`src/move_arith_consts.vh`:
```
// constants for the move and arithmetic datapath
`ifndef MOVE_ARITH_CONSTS_VH
`define MOVE_ARITH_CONSTS_VH

// register byte offsets
`define REG_CMD          12'h000
`define REG_ACC          12'h004
`define REG_FLAGS        12'h008
`define REG_SP           12'h00C
`define REG_STATUS       12'h010
// data memory window
`define MEM_WIN_SEL      3'b010

// flag byte bit positions
`define FLAG_Z           0
`define FLAG_C           1
`define FLAG_AC          2
`define FLAG_OV          3

// status bit positions
`define STAT_BUSY        0
`define STAT_RANGE       1
`define STAT_DROP        2

// reset values
`define ACC_RST          8'h00
`define FLAGS_RST        4'h0
`define SP_RST           8'h00
`define CMD_RST          32'h0000_0000

// command word fields
`define CMD_OP_HI        4
`define CMD_MADDR_LO     8
`define CMD_IMM_LO       16
`define CMD_BIT_LO       24

// highest address reachable by bit forms
`define BIT_ADDR_MAX     8'h3F
// stack step per save
`define SP_STEP          8'h02

// command codes
`define OP_NOP           5'h00
`define OP_MOV_A_I       5'h01
`define OP_MOV_M_A       5'h02
`define OP_MOV_A_M       5'h03
`define OP_MOV_A_IO      5'h04
`define OP_MOV_IO_A      5'h05
`define OP_TMR_TO_WORD   5'h06
`define OP_WORD_TO_TMR   5'h07
`define OP_IDX_RD        5'h08
`define OP_IDX_WR        5'h09
`define OP_XCH           5'h0A
`define OP_SAVE_AF       5'h0B
`define OP_RESTORE_AF    5'h0C
`define OP_ADD_A_I       5'h0D
`define OP_ADD_A_M       5'h0E
`define OP_ADD_M_A       5'h0F
`define OP_ADDC_A_M      5'h10
`define OP_ADDC_M_A      5'h11
`define OP_ADDC_A        5'h12
`define OP_ADDC_M        5'h13
`define OP_SUB_A_I       5'h14
`define OP_SUB_A_M       5'h15
`define OP_SUB_M_A       5'h16
`define OP_SUBC_A_M      5'h17
`define OP_SUBC_M_A      5'h18
`define OP_SUBC_A        5'h19
`define OP_SUBC_M        5'h1A
`define OP_INC_M         5'h1B
`define OP_DEC_M         5'h1C
`define OP_CLR_M         5'h1D
`define OP_BIT_CLR_M     5'h1E
`define OP_BIT_SET_M     5'h1F

`endif

```
`src/alu_core.v`:
```
// adder/subtractor with zero, carry, nibble carry and signed range flags
`timescale 1ns/10ps
`default_nettype none
module alu_core #(
    parameter W = 8
) (
    // operands
    input  wire [W-1:0] opA,
    input  wire [W-1:0] opB,
    input  wire         subtract,
    input  wire         carryIn,
    // result and flags
    output wire [W-1:0] result,
    output wire         zeroOut,
    output wire         carryOut,
    output wire         nibbleOut,
    output wire         rangeOut
);
    // subtraction adds the two's complement; carry in acts as borrow
    wire [W-1:0] bEff = subtract ? ~opB : opB;
    wire         cEff = subtract ? ~carryIn : carryIn;
    wire [W:0]   full = {1'b0, opA} + {1'b0, bEff} + {{W{1'b0}}, cEff};
    wire [4:0]   low  = {1'b0, opA[3:0]} + {1'b0, bEff[3:0]} + {4'h0, cEff};

    assign result    = full[W-1:0];
    assign zeroOut   = (full[W-1:0] == {W{1'b0}});
    assign carryOut  = full[W] ^ subtract;
    assign nibbleOut = low[4] ^ subtract;
    assign rangeOut  = (opA[W-1] == bEff[W-1]) & (full[W-1] != opA[W-1]);
endmodule // alu_core
`default_nettype wire

```
`src/move_arith_datapath.v`:
```
// move and arithmetic execution datapath with an ahb-lite register slave
// What this block does
// - zero flag set on zero result
// - nibble carry flag on low nibble carry
// - carry flag on add carry or borrow
// - signed range flag on two's complement overflow
// - bit forms only on addresses 0..0x3F
// - load from memory or io sets zero only
// - immediate load and stores keep all flags
// - timer count copied to memory word, no flags
// - memory word loads timer, low then high
// - indirect read takes two cycles, no flags
// - indirect write takes two cycles, no flags
// - exchange accumulator with memory, no flags
// - save pair at stack pointer, add two
// - restore accumulator and flags from stack pair
// - add immediate or memory, all flags
// - add with carry, memory operand, all flags
// - add carry alone in place, all flags
// - subtract via two's complement, all flags
// - subtract with borrow, two operands, all flags
// - subtract borrow alone in place, all flags
// - memory increment and decrement, all flags
// - memory clear writes zero, flags kept
//
// Local design decisions: the placing of the registers and the AHB-Lite slave port.
`timescale 1ns/10ps
`default_nettype none
`include "move_arith_consts.vh"
module move_arith_datapath #(
    parameter MEM_DEPTH = 128,
    parameter ADDR_W    = 7
) (
    // clock and reset
    input  wire        sys_clk,
    input  wire        rst,
    // ahb-lite slave
    input  wire        hsel,
    input  wire [31:0] haddr,
    input  wire [1:0]  htrans,
    input  wire        hwrite,
    input  wire [2:0]  hsize,
    input  wire [31:0] hwdata,
    input  wire        hready,
    output reg  [31:0] hrdata,
    output reg         hreadyout,
    output reg         hresp,
    // io register space
    output reg  [7:0]  ioAddr,
    output reg  [7:0]  ioWrData,
    output reg         ioWrEn,
    output reg         ioRdEn,
    input  wire [7:0]  ioRdData,
    // sixteen_bit_timer
    input  wire [15:0] timerCount,
    output reg  [15:0] timerLoadVal,
    output reg         timerLoad,
    // status
    output reg         busy
);
    // data memory
    reg  [7:0]        mem [0:MEM_DEPTH-1];

    // architectural state
    reg  [7:0]        acc_r;
    reg  [3:0]        flags_r;
    reg  [7:0]        sp_r;
    reg  [31:0]       cmd_r;
    reg               execGo_r;
    reg               idxStage_r;
    reg               idxWrite_r;
    reg  [7:0]        idxPtr_r;
    reg               rangeErr_r;
    reg               cmdDrop_r;

    reg               wrPend_r;
    reg               rdPend_r;
    reg  [11:0]       bAddr_r;

    // command fields
    wire [4:0]        op    = cmd_r[`CMD_OP_HI:0];
    wire [7:0]        mAddr = cmd_r[`CMD_MADDR_LO+7:`CMD_MADDR_LO];
    wire [7:0]        imm   = cmd_r[`CMD_IMM_LO+7:`CMD_IMM_LO];
    wire [2:0]        bitN  = cmd_r[`CMD_BIT_LO+2:`CMD_BIT_LO];

    wire [ADDR_W-1:0] mA     = mAddr[ADDR_W-1:0];
    wire [ADDR_W-1:0] mA1    = mA + 1'b1;
    wire [7:0]        memRd  = mem[mA];
    wire [7:0]        memRd1 = mem[mA1];
    wire [7:0]        spDec  = sp_r - `SP_STEP;
    wire [ADDR_W-1:0] spA    = sp_r[ADDR_W-1:0];
    wire [ADDR_W-1:0] spA1   = spA + 1'b1;
    wire [ADDR_W-1:0] spdA   = spDec[ADDR_W-1:0];
    wire [ADDR_W-1:0] spdA1  = spdA + 1'b1;
    wire [ADDR_W-1:0] ptrA   = idxPtr_r[ADDR_W-1:0];

    wire              busyNow = execGo_r | idxStage_r;
    wire              carryF  = flags_r[`FLAG_C];

    // bus decode
    wire              addrPhase = hsel & htrans[1] & hready;
    wire              memWin    = (bAddr_r[11:9] == `MEM_WIN_SEL);
    wire [ADDR_W-1:0] winIdx    = bAddr_r[ADDR_W+1:2];
    wire              swWr      = wrPend_r & ~busyNow;
    wire              cmdWr     = wrPend_r & (bAddr_r == `REG_CMD);
    wire              statWr    = wrPend_r & (bAddr_r == `REG_STATUS);

    // alu operand selection
    reg  [7:0]        aluA;
    reg  [7:0]        aluB;
    reg               aluSub;
    reg               aluCin;
    reg               aluUse;
    reg               aluToMem;
    wire [7:0]        aluRes;
    wire              aluZ;
    wire              aluC;
    wire              aluAC;
    wire              aluOV;
    reg  [3:0]        aluFl;

    reg  [7:0]        acc_nxt;
    reg  [3:0]        flags_nxt;
    reg  [7:0]        sp_nxt;
    reg               we0;
    reg  [ADDR_W-1:0] wa0;
    reg  [7:0]        wd0;
    reg               we1;
    reg  [ADDR_W-1:0] wa1;
    reg  [7:0]        wd1;
    reg               ioWr_nxt;
    reg               tLoad_nxt;
    reg               idxStart;
    reg               rangeSet;
    reg  [7:0]        bitMask;
    reg  [31:0]       rdMux;

    alu_core #(
        .W         (8)
    ) u_alu (
        .opA       (aluA),
        .opB       (aluB),
        .subtract  (aluSub),
        .carryIn   (aluCin),
        .result    (aluRes),
        .zeroOut   (aluZ),
        .carryOut  (aluC),
        .nibbleOut (aluAC),
        .rangeOut  (aluOV)
    );

    // execution decode
    always @* begin
        aluA      = acc_r;
        aluB      = 8'h00;
        aluSub    = 1'b0;
        aluCin    = 1'b0;
        aluUse    = 1'b0;
        aluToMem  = 1'b0;
        acc_nxt   = acc_r;
        flags_nxt = flags_r;
        sp_nxt    = sp_r;
        we0       = 1'b0;
        wa0       = mA;
        wd0       = acc_r;
        we1       = 1'b0;
        wa1       = mA1;
        wd1       = 8'h00;
        ioWr_nxt  = 1'b0;
        tLoad_nxt = 1'b0;
        idxStart  = 1'b0;
        rangeSet  = 1'b0;
        bitMask   = 8'h01 << bitN;
        aluFl     = {aluOV, aluAC, aluC, aluZ};
        if (idxStage_r) begin
            if (idxWrite_r) begin
                we0 = 1'b1;
                wa0 = ptrA;
            end else begin
                acc_nxt = mem[ptrA];
            end
        end else if (execGo_r) begin
            case (op)
                `OP_MOV_A_I: begin
                    acc_nxt = imm;
                end
                `OP_MOV_M_A: begin
                    we0 = 1'b1;
                end
                `OP_MOV_IO_A: begin
                    ioWr_nxt = 1'b1;
                end
                `OP_MOV_A_M: begin
                    acc_nxt = memRd;
                    flags_nxt[`FLAG_Z] = (memRd == 8'h00);
                end
                `OP_MOV_A_IO: begin
                    acc_nxt = ioRdData;
                    flags_nxt[`FLAG_Z] = (ioRdData == 8'h00);
                end
                `OP_TMR_TO_WORD: begin
                    we0 = 1'b1;
                    wd0 = timerCount[7:0];
                    we1 = 1'b1;
                    wd1 = timerCount[15:8];
                end
                `OP_WORD_TO_TMR: begin
                    tLoad_nxt = 1'b1;
                end
                `OP_IDX_RD, `OP_IDX_WR: begin
                    idxStart = 1'b1;
                end
                `OP_XCH: begin
                    acc_nxt = memRd;
                    we0 = 1'b1;
                end
                `OP_SAVE_AF: begin
                    we0 = 1'b1;
                    wa0 = spA;
                    we1 = 1'b1;
                    wa1 = spA1;
                    wd1 = {4'h0, flags_r};
                    sp_nxt = sp_r + `SP_STEP;
                end
                `OP_RESTORE_AF: begin
                    sp_nxt = spDec;
                    acc_nxt = mem[spdA];
                    flags_nxt = mem[spdA1][3:0];
                end
                `OP_ADD_A_I: begin
                    aluB = imm;
                    aluUse = 1'b1;
                end
                `OP_ADD_A_M, `OP_ADD_M_A: begin
                    aluB = memRd;
                    aluUse = 1'b1;
                    aluToMem = (op == `OP_ADD_M_A);
                end
                `OP_ADDC_A_M, `OP_ADDC_M_A: begin
                    aluB = memRd;
                    aluCin = carryF;
                    aluUse = 1'b1;
                    aluToMem = (op == `OP_ADDC_M_A);
                end
                `OP_ADDC_A, `OP_ADDC_M: begin
                    aluA = (op == `OP_ADDC_M) ? memRd : acc_r;
                    aluCin = carryF;
                    aluUse = 1'b1;
                    aluToMem = (op == `OP_ADDC_M);
                end
                `OP_SUB_A_I, `OP_SUB_A_M: begin
                    aluB = (op == `OP_SUB_A_I) ? imm : memRd;
                    aluSub = 1'b1;
                    aluUse = 1'b1;
                end
                `OP_SUB_M_A: begin
                    aluA = memRd;
                    aluB = acc_r;
                    aluSub = 1'b1;
                    aluUse = 1'b1;
                    aluToMem = 1'b1;
                end
                `OP_SUBC_A_M, `OP_SUBC_M_A: begin
                    aluA = (op == `OP_SUBC_M_A) ? memRd : acc_r;
                    aluB = (op == `OP_SUBC_M_A) ? acc_r : memRd;
                    aluSub = 1'b1;
                    aluCin = carryF;
                    aluUse = 1'b1;
                    aluToMem = (op == `OP_SUBC_M_A);
                end
                `OP_SUBC_A, `OP_SUBC_M: begin
                    aluA = (op == `OP_SUBC_M) ? memRd : acc_r;
                    aluSub = 1'b1;
                    aluCin = carryF;
                    aluUse = 1'b1;
                    aluToMem = (op == `OP_SUBC_M);
                end
                `OP_INC_M, `OP_DEC_M: begin
                    aluA = memRd;
                    aluSub = (op == `OP_DEC_M);
                    aluCin = 1'b1;
                    aluUse = 1'b1;
                    aluToMem = 1'b1;
                end
                `OP_CLR_M: begin
                    we0 = 1'b1;
                    wd0 = 8'h00;
                end
                `OP_BIT_CLR_M, `OP_BIT_SET_M: begin
                    if (mAddr > `BIT_ADDR_MAX) begin
                        rangeSet = 1'b1;
                    end else begin
                        we0 = 1'b1;
                        wd0 = (op == `OP_BIT_SET_M) ? (memRd | bitMask) : (memRd & ~bitMask);
                    end
                end
                default: ;
            endcase
            if (aluUse) begin
                flags_nxt = aluFl;
                if (aluToMem) begin
                    we0 = 1'b1;
                    wd0 = aluRes;
                end else begin
                    acc_nxt = aluRes;
                end
            end
        end else if (swWr & memWin) begin
            we0 = 1'b1;
            wa0 = winIdx;
            wd0 = hwdata[7:0];
        end
    end

    // data memory write ports
    always @(posedge sys_clk) begin
        if (we0) begin
            mem[wa0] <= wd0;
        end
        if (we1) begin
            mem[wa1] <= wd1;
        end
    end

    // read data mux
    always @* begin
        rdMux = 32'h0000_0000;
        case (bAddr_r)
            `REG_CMD:    rdMux = cmd_r;
            `REG_ACC:    rdMux = {24'h00_0000, acc_r};
            `REG_FLAGS:  rdMux = {28'h000_0000, flags_r};
            `REG_SP:     rdMux = {24'h00_0000, sp_r};
            `REG_STATUS: rdMux = {29'h000_0000, cmdDrop_r, rangeErr_r, busyNow};
            default: begin
                if (memWin) begin
                    rdMux = {24'h00_0000, mem[winIdx]};
                end
            end
        endcase
    end

    // bus slave and architectural state
    always @(posedge sys_clk) begin
        if (rst) begin
            hrdata       <= 32'h0000_0000;
            hreadyout    <= 1'b1;
            hresp        <= 1'b0;
            wrPend_r     <= 1'b0;
            rdPend_r     <= 1'b0;
            bAddr_r      <= 12'h000;
            acc_r        <= `ACC_RST;
            flags_r      <= `FLAGS_RST;
            sp_r         <= `SP_RST;
            cmd_r        <= `CMD_RST;
            execGo_r     <= 1'b0;
            idxStage_r   <= 1'b0;
            idxWrite_r   <= 1'b0;
            idxPtr_r     <= 8'h00;
            rangeErr_r   <= 1'b0;
            cmdDrop_r    <= 1'b0;
            ioAddr       <= 8'h00;
            ioWrData     <= 8'h00;
            ioWrEn       <= 1'b0;
            ioRdEn       <= 1'b0;
            timerLoadVal <= 16'h0000;
            timerLoad    <= 1'b0;
            busy         <= 1'b0;
        end else begin
            hresp <= 1'b0;
            if (rdPend_r) begin
                hrdata    <= rdMux;
                hreadyout <= 1'b1;
                rdPend_r  <= 1'b0;
                wrPend_r  <= 1'b0;
            end else if (addrPhase) begin
                bAddr_r   <= haddr[11:0];
                wrPend_r  <= hwrite;
                rdPend_r  <= ~hwrite;
                hreadyout <= hwrite;
            end else begin
                wrPend_r  <= 1'b0;
            end
            acc_r      <= acc_nxt;
            flags_r    <= flags_nxt;
            sp_r       <= sp_nxt;
            ioWrEn     <= ioWr_nxt;
            ioWrData   <= acc_r;
            timerLoad  <= tLoad_nxt;
            ioRdEn     <= 1'b0;
            if (tLoad_nxt) begin
                timerLoadVal <= {memRd1, memRd};
            end
            if (swWr & (bAddr_r == `REG_ACC)) begin
                acc_r <= hwdata[7:0];
            end
            if (swWr & (bAddr_r == `REG_FLAGS)) begin
                flags_r <= hwdata[3:0];
            end
            if (swWr & (bAddr_r == `REG_SP)) begin
                sp_r <= hwdata[7:0];
            end
            execGo_r   <= 1'b0;
            idxStage_r <= idxStart;
            if (idxStart) begin
                idxPtr_r   <= memRd;
                idxWrite_r <= (op == `OP_IDX_WR);
            end
            if (cmdWr & ~busyNow) begin
                cmd_r    <= hwdata;
                execGo_r <= 1'b1;
                ioAddr   <= hwdata[`CMD_IMM_LO+7:`CMD_IMM_LO];
                ioRdEn   <= (hwdata[`CMD_OP_HI:0] == `OP_MOV_A_IO);
            end
            busy <= (cmdWr & ~busyNow) | idxStart;
            // sticky errors, a new event beats a clear
            rangeErr_r <= rangeSet | (rangeErr_r & ~(statWr & hwdata[`STAT_RANGE]));
            cmdDrop_r  <= (cmdWr & busyNow) | (cmdDrop_r & ~(statWr & hwdata[`STAT_DROP]));
        end
    end
endmodule // move_arith_datapath
`default_nettype wire

```
`config.mk`:
```
export PLATFORM = sky130hd
export DESIGN_NAME = move_arith_datapath
export DESIGN_NICKNAME = d
export VERILOG_FILES = /design/src/alu_core.v /design/src/move_arith_datapath.v
export VERILOG_INCLUDE_DIRS = /design/src
export SDC_FILE = /design/constraint.sdc
export NUM_CORES = 2
export LEC_CHECK = 0
export ABC_CLOCK_PERIOD_IN_PS = 13500
export BUFFER_PORTS_ARGS = -buffer_cell sky130_fd_sc_hd__buf_2
export CAP_MARGIN = 0
export CORE_MARGIN = 1
export CORE_UTILIZATION = 35
export CTS_BUF_LIST = sky130_fd_sc_hd__clkbuf_8
export CTS_CLUSTER_SIZE = 24
export DETAILED_ROUTE_END_ITERATION = 6
export GPL_ROUTABILITY_DRIVEN = 0
export PLACE_DENSITY_LB_ADDON = 0.2
export SYNTH_ARGS = -nofsm -noshare
export SYNTH_HDL_FRONTEND = slang
export SYNTH_SLANG_ARGS = --single-unit
export TNS_END_PERCENT = 10
```
`constraint.sdc`:
```
create_clock -name sys_clk -period 13.5 [get_ports sys_clk]
set_input_delay 1.35 -clock sys_clk [delete_from_list [all_inputs] [get_ports sys_clk]]
set_output_delay 1.35 -clock sys_clk [all_outputs]
set_load 0.005 [all_outputs]
```
==> summary.txt <==
Status
  • Outcome: finished, violations left
  • Violations in the final reports: DRC, capacitance limit, slew limit

Detailed routing
  • Post-route met1 wirelength: 159000 um
  • Overall via count from detail_route: 82900
  • Drt first-iter violations: 16600
  • Final Routed Wirelength: 500000 um
  • Wire length per cell after detailed routing: 45.0 um
  • Drt drc: 68
  • Highest signal layer in the routed design: met5
  • Antenna viol nets, final: 0
  • Met3 wire length: 90300 um
  • Met2 wire len: 204000 um
  • Detailed Routing Iterations Pass 1: 7
  • Via-per-instance ratio: 7.46

Critical path
  • Library cell contributing the largest single delay on the critical path: nor4_1
  • Endpoint class of the critical path: register
  • Largest incremental delay on the critical path: 1.17 ns
  • CP dominant cell by count: buf_4
  • Required time of the worst setup path: 14.14 ns
  • Type of element launching the critical path: register
  • CP Cell Sequence: buf_4 > buf_4 > mux4_2 > nor2_1 > nor4_1 > nor3_1 > a31oi_1 > buf_4 > a222oi_1 > nand2b_1 > mux2i_1 > ha_1 > o21a_1 > o31ai_1 > o31a_1 > o21ai_0 > o21ai_0 > a21oi_4 > buf_4 > o21ai_0
  • Critical path data arrival time: 10.25 ns
  • Biggest fanout along the worst timing path: 68
  • Start-to-end type of the worst setup path: register to register

Floorplanning
  • Die W: 526 um
  • Starting density of the core: 35.2%
  • Full die area: 277000 sq um
  • Count of boundary I/O pins: 168
  • Core ar.: 273000 sq um
  • Die extent in y: 526 um
  • Row count: 192

Synthesis
  • Mapped cell area: 96100 sq um
  • Yosys Warn Count: 0
  • Cell types occupying the most area after synthesis: mux4_2 (40%), edfxtp_1 (32%), a21oi_1 (3.4%)
  • Seq cells post-synth: 1184
  • Portion of synthesized cell area occupied by the leading cell type: 40.1%
  • Portion of the post-synthesis area used by sequential elements: 35.3%
  • Post-synth ARST share: 0%
  • Largest area contributor in the synthesized netlist: mux4_2
  • Most used DFF post-synth: edfxtp_1
  • Net Count, Synth: 7666
  • Post-synthesis cell count: 7553
  • Count of distinct cell types in the synthesized netlist: 77
  • Number of synthesized flops with an enable pin: 1024
  • Avg Cell Area, Syn: 12.7 sq um

Timing
  • Final Hold Violating Endpoints: 0
  • Setup ws final: 3.88 ns
  • Worst-case hold slack: 0.458 ns
  • F_max: 104 MHz
  • Slew Viols, Final: 27
  • RSZ-0062 raised after global routing: no
  • Final critical-path share of the clock period: 71.3%
  • Period minus WS final: 9.62 ns
  • Setup TNS Final: 0 ns
  • Measured slew at the worst slew-check pin: 1.62 ns
  • Clk_skew: 0.190 ns
  • Number of endpoints failing setup at the final stage: 0
  • Slew margin rel.: -8.66%

Clock tree
  • Reg clk slew, reported paths: 0.06 ns
  • Total clock sinks: 1184
  • CTS Hold Buffers Added: 0
  • Clock tree from TritonCTS: yes
  • Number of post-CTS setup repair buffers: 0
  • CTS-repair resized insts: 0
  • Max Root-Sink Buffers: 4
  • CTS Root Buffer Type: clkbuf_8
  • Num CTS Buffers: 226
  • Clock latency on the worst-skew pair: 1.12 ns
  • H-Tree Depth: 4

Pwr
  • Leakage: 31.7 nW
  • Peak VDD IR: 90.1 uV
  • Power Density: 76.1 nW/um^2
  • Total power consumption of the routed design: 8.00 mW

Finish
  • Area added between synthesis and finish: 9.39%
  • Seq. cell area: 34000 sq um
  • Number of standard cells in the layout, taps in and fillers out: 11100
  • Net total in the final layout: 7404
  • Fraction of layout instances using a drive strength above 1: 34.9%
  • Layout filler cell count: 25700
  • Area of the multi-input gates: 58700 sq um

Global route
  • Vias in the first global route: 75000
  • Antenna violations before repair: 72
  • Pin count of the biggest net entering global routing: 129
  • Aggregate global routing overflow: 0
  • Global-route wire length before repair: 669000 um
  • GRT Util Overall: 35.3%

Flow run
  • Max-cap violation count: 6

Placement
  • HPWL reported at the end of detailed placement: 338000 um
  • IO Port Bufs: 142
  • Cells after DPL: 10700
  • Setup WS pre-CTS: 4.52 ns

Worst hold path
  • Path category of the worst min-delay check: register to register
## per-stage QoR
stage          cell area [sq um]  utilization [%]
3_3_place_gp              101000             36.8
5_1_grt                   105000             38.4
3_5_place_dp              101000             36.8
6_report                  105000             38.5
2_1_floorplan              96100                -
4_1_cts                   105000             38.4
## Yosys cell counts (56+ instances only)
| master | n |
|---|---|
| a21oi_1 | 648 |
| a22o_1 | 56 |
| buf_1 | 121 |
| buf_2 | 154 |
| clkbuf_1 | 605 |
| dfxtp_1 | 160 |
| edfxtp_1 | 1024 |
| mux2i_1 | 215 |
| mux4_2 | 1713 |
| nand2_1 | 780 |
| nand3_1 | 84 |
| nor2_1 | 675 |
| o21ai_0 | 561 |
| o22ai_1 | 117 |
## per-layer routing
| layer | up-vias | track usage [%] |
|---|---|---|
| met2 | 8776 | 48.8 |
| li1 | 30400 | - |
| met5 | - | 1.73 |
| met1 | 41700 | 40.9 |
| met4 | 46 | 25.2 |
| met3 | 2004 | 19.6 |
## cells by family after synthesis
group	synth area share [%]
muxes	42.5
and+or+nand+nor	7.68
AOI/OAI and AO/OA	9.70
DFF	35.3
buffers and inverters	4.18
xor gates and xnor gates	0.345
adders and majority gates	0.211
other	0.00390
## layout by cell type, fill, tap and decap left out, types with 13 or more instances in the layout
| master | n |
|---|---|
| mux4_2 | 1713 |
| edfxtp_1 | 1024 |
| nand2_1 | 775 |
| nor2_1 | 663 |
| a21oi_1 | 645 |
| o21ai_0 | 542 |
| buf_4 | 272 |
| clkbuf_8 | 234 |
| mux2i_1 | 215 |
| dfxtp_1 | 144 |
| buf_2 | 141 |
| o22ai_1 | 94 |
| nand3_1 | 80 |
| inv_1 | 79 |
| diode_2 | 59 |
| clkinv_1 | 57 |
| a22o_1 | 52 |
| a22oi_1 | 47 |
| nor3_1 | 40 |
| a211oi_1 | 40 |
| clkinv_2 | 36 |
| a221oi_1 | 35 |
| and2_1 | 32 |
| nor2b_1 | 31 |
| nor2_2 | 31 |
| a31oi_1 | 27 |
| buf_12 | 23 |
| o21ai_1 | 22 |
| nor4_1 | 22 |
| o22ai_2 | 22 |
| nand2b_1 | 17 |
| bufinv_16 | 16 |
| xnor2_1 | 15 |
| a311oi_1 | 14 |
| mux2_2 | 14 |
| dfxtp_4 | 14 |
| or3_1 | 13 |
## final timing paths
| path | start | endpoint | slack (ns) | cells after the start |
|---|---|---|---|---|
| worst max-delay path | register | mem[101][5] | 3.88 | 20 |
| worst min-delay path | cmd_r[28] | cmd_r[28] | 0.46 | 2 |
| worst max register to register | register | mem[101][5] | 3.88 | 20 |
| worst min register to register | cmd_r[28] | cmd_r[28] | 0.46 | 2 |
## registers in the layout, indices dropped and copies added (netlist names), 4 cells and up, named ones only
name / flops
mem: 1024
flags_r: 4
ioAddr: 7
hrdata: 32
bAddr_r: 12
acc_r: 8
sp_r: 8
idxPtr_r: 7
cmd_r: 25
timerLoadVal: 16
ioWrData: 8
## power by group
part / switching, mW / total (mW) / internal [mW]
sequential: 0.0152 / 3.93 / 3.92
clock: 1.82 / 3.73 / 1.91
combinational: 0.213 / 0.338 / 0.125
## critical path, delay by kind of cell (launching register included)
kind	cells	cell delay [ns]
compound gates	9	2.61
simple gates	4	1.85
flops	1	0.83
mux	2	0.63
fa+ha+maj	1	0.40
buf+inv	4	2.61
## cell type report
type                            count  area share, %
Antenna cell                       59          0.140
Clock inverter                    169           1.11
Multi-Input combinational cell   5411           55.9
Clock buffer                      234           3.06
Inverter                           31          0.111
Tap cell                         3589           4.27
Timing Repair Buffer              437           3.08
Sequential cell                  1184           32.3
Power figures use the tool's default switching activity.
